[config.mk]
export PLATFORM = sky130hd
export DESIGN_NAME = gpi_capture_top
export DESIGN_NICKNAME = d
export VERILOG_FILES = /design/src/verilog/gpi_pkg.sv /design/src/verilog/gpi_capture_top.sv /design/src/verilog/gpi_sync2.sv /design/src/verilog/gpi_edge_detect.sv
export SDC_FILE = /design/constraint.sdc
export NUM_CORES = 1
export LEC_CHECK = 0
export BUFFER_PORTS_ARGS = -buffer_cell sky130_fd_sc_hd__buf_2
export CORE_MARGIN = 2
export CORE_UTILIZATION = 52
export CTS_CLUSTER_SIZE = 14
export DETAILED_ROUTE_END_ITERATION = 16
export PLACE_DENSITY_LB_ADDON = 0.08
export SYNTH_ARGS = -nofsm -noshare
export SYNTH_HDL_FRONTEND = slang
export SYNTH_SLANG_ARGS = --single-unit
[constraint.sdc]
create_clock -name core_clk_i -period 2.51 [get_ports core_clk_i]
set_input_delay 0.251 -clock core_clk_i [delete_from_list [all_inputs] [get_ports core_clk_i]]
set_output_delay 0.251 -clock core_clk_i [all_outputs]
set_load 0.005 [all_outputs]
[src/verilog/gpi_pkg.sv]
// register map, field layout and shared types of the input edge capture port
//------------------------------------------------------------------------------
//------------------------------------------------------------------------------
package gpi_pkg;

  //----------------------------------------------------------------------------
  // sizes
  //----------------------------------------------------------------------------
  localparam int NUM_PINS   = 4;
  localparam int PIN_IDX_W  = 2;
  localparam int PORT_IDX_W = 4;
  localparam int MODE_W     = 2;
  localparam int MODE_VEC_W = NUM_PINS * MODE_W;
  localparam int ADR_W      = 6;
  localparam int DAT_W      = 32;
  localparam int SEL_W      = 4;

  //----------------------------------------------------------------------------
  // register byte offsets
  //----------------------------------------------------------------------------
  localparam logic [ADR_W-1:0] OFF_PORT_STATE = 6'h00;
  localparam logic [ADR_W-1:0] OFF_PIN_STATE  = 6'h04;
  localparam logic [ADR_W-1:0] OFF_PIN_PEND   = 6'h08;
  localparam logic [ADR_W-1:0] OFF_PORT_PEND  = 6'h0c;
  localparam logic [ADR_W-1:0] OFF_POLARITY   = 6'h10;
  localparam logic [ADR_W-1:0] OFF_EDGE_MODE  = 6'h14;
  localparam logic [ADR_W-1:0] OFF_READ_SEL   = 6'h18;
  localparam logic [ADR_W-1:0] OFF_KWD_PIN    = 6'h1c;
  localparam logic [ADR_W-1:0] OFF_IRQ_STATUS = 6'h20;
  localparam logic [ADR_W-1:0] OFF_IRQ_CLEAR  = 6'h24;
  localparam logic [ADR_W-1:0] OFF_IRQ_ENABLE = 6'h28;

  //----------------------------------------------------------------------------
  // fields, port index and reset values
  //----------------------------------------------------------------------------
  localparam int SEL_PIN_LSB  = 0;
  localparam int SEL_PORT_LSB = 8;
  localparam logic [PORT_IDX_W-1:0] PORT_IDX = 4'h0;
  localparam logic [NUM_PINS-1:0]   POL_RST  = 4'hf;
  localparam logic [MODE_VEC_W-1:0] MODE_RST = 8'h00;
  localparam logic [NUM_PINS-1:0]   PEND_RST = 4'h0;
  localparam logic [NUM_PINS-1:0]   EN_RST   = 4'h0;
  localparam logic [PIN_IDX_W-1:0]  PIN_RST  = 2'h0;
  localparam logic [PORT_IDX_W-1:0] PORT_RST = 4'h0;

  //----------------------------------------------------------------------------
  // types
  //----------------------------------------------------------------------------
  typedef enum logic [MODE_W-1:0] {
    MODE_NONE = 2'b00,
    MODE_FALL = 2'b01,
    MODE_RISE = 2'b10,
    MODE_BOTH = 2'b11
  } edge_mode_type;

  typedef enum logic {
    BUS_IDLE = 1'b0,
    BUS_ACK  = 1'b1
  } bus_state_type;

  //----------------------------------------------------------------------------
  // helpers
  //----------------------------------------------------------------------------
  // two mode bits of one pin out of the packed mode vector
  function automatic logic [MODE_W-1:0] pin_mode(input logic [MODE_VEC_W-1:0] modes,
                                                 input logic [PIN_IDX_W-1:0]  idx);
    return modes[{idx, 1'b0} +: MODE_W];
  endfunction : pin_mode

  // one-hot mask of a pin index
  function automatic logic [NUM_PINS-1:0] pin_mask(input logic [PIN_IDX_W-1:0] idx);
    logic [NUM_PINS-1:0] m;
    m      = '0;
    m[idx] = 1'b1;
    return m;
  endfunction : pin_mask

endpackage : gpi_pkg

[src/verilog/gpi_capture_top.sv]
// input edge capture port: pins, pending flags, config and wishbone slave
//
// The implementer's own choices: the Wishbone slave port and the placing of the registers.
`timescale 1ns/100ps

module gpi_capture_top
  import gpi_pkg::*;
(
  // clock and reset
  input  wire logic             core_clk_i,
  input  wire logic             rstn_i,
  // input pins
  input  wire logic             input_pin_zero_i,
  input  wire logic             input_pin_one_i,
  input  wire logic             input_pin_two_i,
  input  wire logic             input_pin_three_i,
  // wishbone classic slave
  input  wire logic             wb_cyc_i,
  input  wire logic             wb_stb_i,
  input  wire logic             wb_we_i,
  input  wire logic [ADR_W-1:0] wb_adr_i,
  input  wire logic [SEL_W-1:0] wb_sel_i,
  input  wire logic [DAT_W-1:0] wb_dat_i,
  output logic      [DAT_W-1:0] wb_dat_o,
  output logic                  wb_ack_o,
  // interrupt
  output logic                  irq_o
);

  //----------------------------------------------------------------------------
  // state
  //----------------------------------------------------------------------------
  typedef struct packed {
    bus_state_type         bus;
    logic                  ack;
    logic [DAT_W-1:0]      rdata;
    logic [NUM_PINS-1:0]   prev;
    logic [NUM_PINS-1:0]   pend;
    logic [NUM_PINS-1:0]   pol;
    logic [MODE_VEC_W-1:0] mode;
    logic [PORT_IDX_W-1:0] sel_port;
    logic [PIN_IDX_W-1:0]  sel_pin;
    logic [PIN_IDX_W-1:0]  kwd_pin;
    logic [NUM_PINS-1:0]   stat;
    logic [NUM_PINS-1:0]   en;
    logic                  irq;
  } top_state_type;

  localparam top_state_type STATE_RST = '{
    bus:      BUS_IDLE,
    ack:      1'b0,
    rdata:    '0,
    prev:     '0,
    pend:     PEND_RST,
    pol:      POL_RST,
    mode:     MODE_RST,
    sel_port: PORT_RST,
    sel_pin:  PIN_RST,
    kwd_pin:  PIN_RST,
    stat:     '0,
    en:       EN_RST,
    irq:      1'b0
  };

  top_state_type       state_ff;
  top_state_type       nxt_state;

  logic [NUM_PINS-1:0] raw_pins;
  logic [NUM_PINS-1:0] sync_pins;
  logic [NUM_PINS-1:0] hit_c;
  logic [NUM_PINS-1:0] lvl_c;
  logic [NUM_PINS-1:0] clr_pend;
  logic [NUM_PINS-1:0] clr_stat;
  logic [DAT_W-1:0]    rd_c;
  logic                req;
  logic                port_ok;
  logic                take;

  //----------------------------------------------------------------------------
  // pin front end
  //----------------------------------------------------------------------------
  // the four pins form the single input port
  assign raw_pins = {input_pin_three_i, input_pin_two_i,
                     input_pin_one_i, input_pin_zero_i};

  gpi_sync2 u_sync (
    .core_clk_i (core_clk_i),
    .rstn_i     (rstn_i),
    .din_i      (raw_pins),
    .dout_o     (sync_pins)
  );

  gpi_edge_detect u_edge (
    .cur_i  (sync_pins),
    .prev_i (state_ff.prev),
    .pol_i  (state_ff.pol),
    .mode_i (state_ff.mode),
    .hit_o  (hit_c)
  );

  // active-level view: a low-active pin reads one when the wire is low
  assign lvl_c   = ~(sync_pins ^ state_ff.pol);
  assign port_ok = (state_ff.sel_port == PORT_IDX);
  assign req     = wb_cyc_i && wb_stb_i;
  assign take    = req && (state_ff.bus == BUS_IDLE);

  //----------------------------------------------------------------------------
  // read multiplexer
  //----------------------------------------------------------------------------
  // unmapped and write-only offsets read as zero
  always_comb begin
    rd_c = '0;
    case (wb_adr_i)
      OFF_PORT_STATE: begin
        if (port_ok) begin
          rd_c[NUM_PINS-1:0] = lvl_c;
        end
      end
      OFF_PIN_STATE: begin
        if (port_ok) begin
          rd_c[0] = lvl_c[state_ff.sel_pin];
        end
      end
      OFF_PIN_PEND: begin
        if (port_ok) begin
          rd_c[0] = state_ff.pend[state_ff.sel_pin];
        end
      end
      OFF_PORT_PEND: begin
        if (port_ok) begin
          rd_c[NUM_PINS-1:0] = state_ff.pend;
        end
      end
      OFF_POLARITY:   rd_c[NUM_PINS-1:0]   = state_ff.pol;
      OFF_EDGE_MODE:  rd_c[MODE_VEC_W-1:0] = state_ff.mode;
      OFF_READ_SEL: begin
        rd_c[SEL_PIN_LSB +: PIN_IDX_W]   = state_ff.sel_pin;
        rd_c[SEL_PORT_LSB +: PORT_IDX_W] = state_ff.sel_port;
      end
      OFF_KWD_PIN:    rd_c[PIN_IDX_W-1:0] = state_ff.kwd_pin;
      OFF_IRQ_STATUS: rd_c[NUM_PINS-1:0]  = state_ff.stat;
      OFF_IRQ_ENABLE: rd_c[NUM_PINS-1:0]  = state_ff.en;
      default:        rd_c = '0;
    endcase
  end

  //----------------------------------------------------------------------------
  // read side effects and the interrupt status clear write
  //----------------------------------------------------------------------------
  // clearing reads act only on the edge that takes the request
  always_comb begin
    clr_pend = '0;
    clr_stat = '0;
    if (take && !wb_we_i && port_ok) begin
      if (wb_adr_i == OFF_PIN_PEND) begin
        clr_pend = pin_mask(state_ff.sel_pin);
      end
      if (wb_adr_i == OFF_PORT_PEND) begin
        clr_pend = '1;
      end
    end
    if (take && wb_we_i && wb_sel_i[0] && wb_adr_i == OFF_IRQ_CLEAR) begin
      clr_stat = wb_dat_i[NUM_PINS-1:0];
    end
  end

  //----------------------------------------------------------------------------
  // next state
  //----------------------------------------------------------------------------
  always_comb begin
    nxt_state      = state_ff;
    nxt_state.prev = sync_pins;
    // an edge in the clearing cycle survives: set wins over clear
    nxt_state.pend = (state_ff.pend & ~clr_pend) | hit_c;
    nxt_state.stat = (state_ff.stat & ~clr_stat) | hit_c;

    // bus handshake: one answer per request, then one idle cycle
    case (state_ff.bus)
      BUS_IDLE: begin
        nxt_state.ack = 1'b0;
        if (req) begin
          nxt_state.bus   = BUS_ACK;
          nxt_state.ack   = 1'b1;
          nxt_state.rdata = wb_we_i ? '0 : rd_c;
        end
      end
      BUS_ACK: begin
        nxt_state.bus = BUS_IDLE;
        nxt_state.ack = 1'b0;
      end
      default: begin
        nxt_state.bus = BUS_IDLE;
        nxt_state.ack = 1'b0;
      end
    endcase

    // register writes, only the low byte lanes carry fields
    if (take && wb_we_i) begin
      case (wb_adr_i)
        OFF_POLARITY: begin
          if (wb_sel_i[0]) begin
            nxt_state.pol = wb_dat_i[NUM_PINS-1:0];
          end
        end
        OFF_EDGE_MODE: begin
          if (wb_sel_i[0]) begin
            nxt_state.mode = wb_dat_i[MODE_VEC_W-1:0];
          end
        end
        OFF_READ_SEL: begin
          if (wb_sel_i[0]) begin
            nxt_state.sel_pin = wb_dat_i[SEL_PIN_LSB +: PIN_IDX_W];
          end
          if (wb_sel_i[1]) begin
            nxt_state.sel_port = wb_dat_i[SEL_PORT_LSB +: PORT_IDX_W];
          end
        end
        OFF_KWD_PIN: begin
          if (wb_sel_i[0]) begin
            nxt_state.kwd_pin = wb_dat_i[PIN_IDX_W-1:0];
          end
        end
        OFF_IRQ_ENABLE: begin
          if (wb_sel_i[0]) begin
            nxt_state.en = wb_dat_i[NUM_PINS-1:0];
          end
        end
        default: begin
          nxt_state.en = state_ff.en;
        end
      endcase
    end

    // level interrupt from enabled sticky bits
    nxt_state.irq = |(nxt_state.stat & nxt_state.en);
  end

  // single register bank
  always_ff @(posedge core_clk_i or negedge rstn_i) begin
    if (!rstn_i) begin
      state_ff <= STATE_RST;
    end else begin
      state_ff <= nxt_state;
    end
  end

  assign wb_dat_o = state_ff.rdata;
  assign wb_ack_o = state_ff.ack;
  assign irq_o    = state_ff.irq;
endmodule : gpi_capture_top

[src/verilog/gpi_sync2.sv]
// two-stage synchroniser for the input pins
`timescale 1ns/100ps

module gpi_sync2
  import gpi_pkg::*;
(
  // clock and reset
  input  wire logic                core_clk_i,
  input  wire logic                rstn_i,
  // raw and synchronised levels
  input  wire logic [NUM_PINS-1:0] din_i,
  output logic      [NUM_PINS-1:0] dout_o
);

  typedef struct packed {
    logic [NUM_PINS-1:0] s1;
    logic [NUM_PINS-1:0] s2;
  } sync_state_type;

  sync_state_type state_ff;
  sync_state_type nxt_state;

  // first stage feeds only the second one
  always_comb begin
    nxt_state    = state_ff;
    nxt_state.s1 = din_i;
    nxt_state.s2 = state_ff.s1;
  end

  always_ff @(posedge core_clk_i or negedge rstn_i) begin
    if (!rstn_i) begin
      state_ff <= '0;
    end else begin
      state_ff <= nxt_state;
    end
  end

  assign dout_o = state_ff.s2;
endmodule : gpi_sync2

[src/verilog/gpi_edge_detect.sv]
// per-pin edge qualifier: polarity and edge mode decide which edges count
`timescale 1ns/100ps

module gpi_edge_detect
  import gpi_pkg::*;
(
  // synchronised levels now and one cycle earlier
  input  wire logic [NUM_PINS-1:0]   cur_i,
  input  wire logic [NUM_PINS-1:0]   prev_i,
  // per-pin configuration
  input  wire logic [NUM_PINS-1:0]   pol_i,
  input  wire logic [MODE_VEC_W-1:0] mode_i,
  // qualifying edge seen, one bit per pin
  output logic      [NUM_PINS-1:0]   hit_o
);

  // edges are judged on the active-level view, so low polarity swaps them
  always_comb begin
    logic              rise;
    logic              fall;
    logic [MODE_W-1:0] m;
    rise  = 1'b0;
    fall  = 1'b0;
    m     = '0;
    hit_o = '0;
    for (int i = 0; i < NUM_PINS; i++) begin
      rise = pol_i[i] ? (cur_i[i] & ~prev_i[i]) : (~cur_i[i] & prev_i[i]);
      fall = pol_i[i] ? (~cur_i[i] & prev_i[i]) : (cur_i[i] & ~prev_i[i]);
      m    = pin_mode(mode_i, PIN_IDX_W'(i));
      case (m)
        MODE_FALL: hit_o[i] = fall;
        MODE_RISE: hit_o[i] = rise;
        MODE_BOTH: hit_o[i] = rise | fall;
        default:   hit_o[i] = 1'b0;
      endcase
    end
  end

endmodule : gpi_edge_detect

* Word-level counts from Yosys, hierarchy flattened
Cells that the tools add are included.
** Word-level totals
- Register bits :: 79
- Latch bits :: 0
- RAM bits :: 0
- ROM bits :: 0
- Input bits :: 51
- Output and inout port bits :: 34
- Logic and storage cells :: 124
- Memories :: 0
** Operators by class
- Add/subtract/negate cells :: 0
- Multiply operators :: 0
- Div/mod/pow operators :: 0
- Order comparisons :: 2
- Equal/unequal tests :: 22
- Shift-type cells :: 0
- Muxes and demuxes :: 37
- Bitwise gates (word level) :: 30
- Reductions and logical operators :: 18
** Operators by type and width (count)
- 4-bit 2-to-1 mux :: 11
- 34-bit 2-to-1 mux :: 1
- 6-bit by 5-bit == test with 1-bit output (second input constant) :: 4
- 6-bit == test (second input constant) :: 3
- 2-bit == test (second input constant) :: 8
- 3-bit AND reduction :: 5
- 1-bit 2-to-1 mux :: 13
- 4-bit AND :: 3
- 6-bit by 4-bit == test with 1-bit output (second input constant) :: 2
- 12-bit 2-to-1 mux :: 1
- 4-bit NOT :: 3
- 1-bit case mux with 3 select lines :: 4
- 2-bit case mux with 6 select lines :: 1
- 1-bit case mux with 10 select lines :: 1
- 1-bit NOT :: 9
- 1-bit AND :: 8
- 2-bit by 1-bit == test with 1-bit output (second input constant) :: 4
- 1-bit logical AND :: 8
- 4-bit bitwise OR :: 2
- 1-bit case mux with 8 select lines :: 1
- 6-bit by 3-bit == test with 1-bit output (second input constant) :: 1
- 6-bit zero test :: 1
- 1-bit binary-select mux with 2-bit select :: 2
- 4-bit zero test :: 1
- other kinds (9) :: 12

* Longest topological paths before layout
- Depth in word-level cells :: 11
- Gate-level depth with buffers :: 7
- Mapped depth without buffers :: 5

* Hierarchy
From an unflattened synthesis, not the netlist that was laid out.
** Unflattened totals
- Cells, all modules :: 263
- Area total of the unflattened synthesis :: 2994.1 µm²
** Modules (own cells, without submodules)
- gpi_capture_top :: instances 1, cells each 235, area each 2638.8 µm², sequential area each 1256.2 µm²
- gpi_sync2 :: instances 1, cells each 8, area each 200.2 µm², sequential area each 200.2 µm²
- gpi_edge_detect :: instances 1, cells each 20, area each 155.1 µm², sequential area each 0.0 µm²

* Worst setup path after synthesis
No wires, ideal clock.
- Kind :: in2reg
- Start :: input port wb_adr_i[1]
- End :: register state_ff, in the netlist irq_o
- Library setup time :: 0.126 ns
- Arrival time :: 2.028 ns
- Data required time :: 2.384 ns
- Slack :: 0.356 ns
- Stages :: 6
- Path buffers :: 1
- Cells stage by stage :: or4b_1 buf_6 nor4_4 mux2_4 a22o_1 a221o_1
** RTL lines
- from (decl) :: RTL line gpi_capture_top.sv:21 : input wire logic [ADR_W-1:0] wb_adr_i,
- to (signal assigned) :: RTL line gpi_capture_top.sv:243 : state_ff <= nxt_state;
- to (decl) :: RTL line gpi_capture_top.sv:65 : top_state_type state_ff;

==> impl_metrics.json <==
{
  "status": "finished, final reports clean",
  "power.density_nw_per_um2": 636.4,
  "holdPathStages": 1,
  "die_w_um": 80.23,
  "hp-start": "input_pin_zero_i",
  "worstSkewPairLatency_ns": 0.34,
  "setup_viol": 0,
  "yosys.cell_types.count": 54,
  "cts_tree": "done",
  "routabilityCongestion": 0.9101,
  "diodes": 0,
  "worst_slack_ns": 0.4202,
  "grt_usage": 0.2116,
  "r2r_start": "wb_ack_o$_DFF_PN0_",
  "drt_wl_total_mm": 6.210,
  "drive_above_1_share": 0.2701,
  "critPathMaxFanout": 4,
  "ys_ff_latch": 58,
  "hpwl_mm": 4.646,
  "postSynth.asyncResetShare": 1.000,
  "fillCellCount": 486,
  "start_util": 0.5421,
  "path_class": "register to register",
  "r2r_setup_slack_ns": 0.42,
  "grt.overflow.total": 0,
  "drc": 0,
  "crit_path_end_kind": "register",
  "rsz0062_at_grt": "false",
  "vias": 2112,
  "p_leak_nw": 1.625,
  "setup-tns-final_ns": 0,
  "ctsHoldBuffers": 1,
  "yosys.area.top_type_share": 0.4472,
  "area_growth_syn_to_layout_pct": 12.88,
  "relSlewSlack": 0.5930,
  "power_w": 0.002170,
  "io_buffer_count": 42,
  "syn_inst": 266,
  "final_nets": 357,
  "numCtsBuffers": 9,
  "cap_viol_max_count": 0,
  "num_io_pins": 85,
  "core_area_um2": 5574,
  "rr_endpoint": "irq_o$_DFF_PN0_",
  "synth-seq-area-share": 0.4820,
  "crit_arrival_ns": 2.30,
  "min_period_ns": 2.090,
  "cts-root-buf": "clkbuf_8",
  "placed_cells": 366,
  "num_rows": 27,
  "tightest_slew_ns": 0.6049,
  "min_path_type": "input pin to register",
  "min_to": "u_sync.nxt_state[0]$_DFF_PN0_",
  "h-tree-depth": 3,
  "synth-edff-count": 0,
  "cts.path.max_buffers": 2,
  "stdcell_count": 383,
  "slew_violations": 0,
  "vias_per_cell": 5.514,
  "antenna_found_initial": 0,
  "crit_required_ns": 2.72,
  "grt_pass1_vias": 1968,
  "cts.clk_slew.worst_paths_ns": 0.07,
  "synth_most_common_cell": "dfrtp_1",
  "fin_crit_sh": 0.8326,
  "dr.pass1.iters": 4,
  "hold_viol": 0,
  "syn_area_um2": 3022,
  "ys.flop_type": "dfrtp_1",
  "clkSinkCount": 58,
  "yosysTopAreaCell": "dfrtp_1",
  "avgSynthCellArea_um2": 11.36,
  "max_freq_ghz": 0.4785,
  "post_cts_buffers": 0,
  "grt_max_degree": 25,
  "die_area_um2": 6437,
  "ys_warn_count": 0,
  "critPathLaunchType": "register",
  "synth.top_cells.by_area": "dfrtp_1 (45%), buf_4 (8.0%), mux2_1 (6.7%)",
  "fin_skew_ns": 0.008297,
  "ctsResizeCount": 0,
  "rr_worst_depth": 5,
  "vdd_drop_max_v": 0.0004119,
  "antenna_left": 0,
  "dieHeight_um": 80.23,
  "wire_per_inst_um": 16.21,
  "grt_pass1_wl_mm": 9.936,
  "yosys-top-cells-count": "dfrtp_1 (54), buf_4 (32), mux2_1 (18)",
  "drtIter0Drc": 144,
  "place_ws_ns": 0.1130
}
==> sequential cells by signal (all words and copies together), names as in the netlist <==
register and flops:
u_sync.dout_o 4, state_ff 36, irq_o 1, wb_dat_o 12
wb_ack_o 1, u_sync.nxt_state 4
==> cells by family (layout without fill, tap and decap cells) <==
| family | count (synthesis) | after routing | synth area share |
|---|---|---|---|
| simple gates | 74 | 74 | 0.1404 |
| flops | 58 | 58 | 0.4820 |
| compound gates | 45 | 45 | 0.1184 |
| buf+inv | 44 | 70 | 0.09689 |
| mux | 39 | 39 | 0.1466 |
| xor+xnor | 5 | 5 | 0.01449 |
| other cells | 1 | 20 | 0.001241 |
==> cell usage in the layout (no fill, tap or decap), types with 4 or more instances in the layout <==
cell type / count
mux2i_1: 12
nand2b_1: 9
mux2_2: 6
or3_1: 4
mux2_1: 18
nand3_1: 5
dfstp_2: 4
xnor2_1: 5
o21ai_1: 5
nor2_1: 9
conb_1: 20
buf_4: 8
nand2_1: 15
a22o_1: 11
clkbuf_8: 11
nor3_1: 11
dfrtp_1: 54
buf_2: 42
==> routing by layer <==
layer / track usage / vias to the layer above / routed length, um
met1: 0.2852 / 1003 / 2811
met4: 0.1220 / 0 / 205
li1: - / 1003 / -
met3: 0.04831 / 17 / 417
met5: 0 / - / 0
met2: 0.3125 / 89 / 2776
==> stage by stage <==
stage | util | hold slack, ns | instance area (um2)
3_3_place_gp | 0.5690 | 0.2460 | 3172
6_report | 0.6119 | 0.01858 | 3411
3_5_place_dp | 0.5690 | 0.2428 | 3172
4_1_cts | 0.6119 | 0.007975 | 3411
5_1_grt | 0.6119 | 0.002335 | 3411
2_1_floorplan | - | -0.04459 | 3093
==> how the worst max path moves through the flow <==
stage,end,slack [ns],depth (start not counted),start
floorplan,irq_o$_DFF_PN0_,0.36,6,wb_adr_i[1]
global placement,irq_o$_DFF_PN0_,0.15,6,wb_adr_i[1]
detailed placement,irq_o$_DFF_PN0_,0.11,6,wb_adr_i[1]
CTS,irq_o$_DFF_PN0_,0.40,5,wb_ack_o$_DFF_PN0_
global route,irq_o$_DFF_PN0_,0.34,5,wb_ack_o$_DFF_PN0_
finish,irq_o$_DFF_PN0_,0.42,5,wb_ack_o$_DFF_PN0_
==> worst max-delay path, stage by stage, from the launching register on <==
cell      delay, ns
dfrtp_1        0.36
nand3b_1       0.23
nor4_4         0.54
mux2_4         0.35
a22o_1         0.23
a221o_1        0.26
==> area by class of cell <==
type | count | area, um2 | area share
Tap cell | 72 | 90.09 | 0.02641
Inverter | 3 | 11.26 | 0.003302
Clock inverter | 4 | 73.82 | 0.02164
Timing Repair Buffer | 51 | 280.3 | 0.08217
Sequential cell | 58 | 1456 | 0.4270
Clock buffer | 12 | 155.1 | 0.04549
Multi-Input combinational cell | 183 | 1344 | 0.3940
==> where the power goes <==
part / switching (W) / total [W] / internal (W)
sequential: 0.0000297 / 0.00101 / 0.000976
clock: 0.000363 / 0.000976 / 0.000613
combinational: 0.000108 / 0.000189 / 0.0000808
Power figures use the tool's default switching activity.
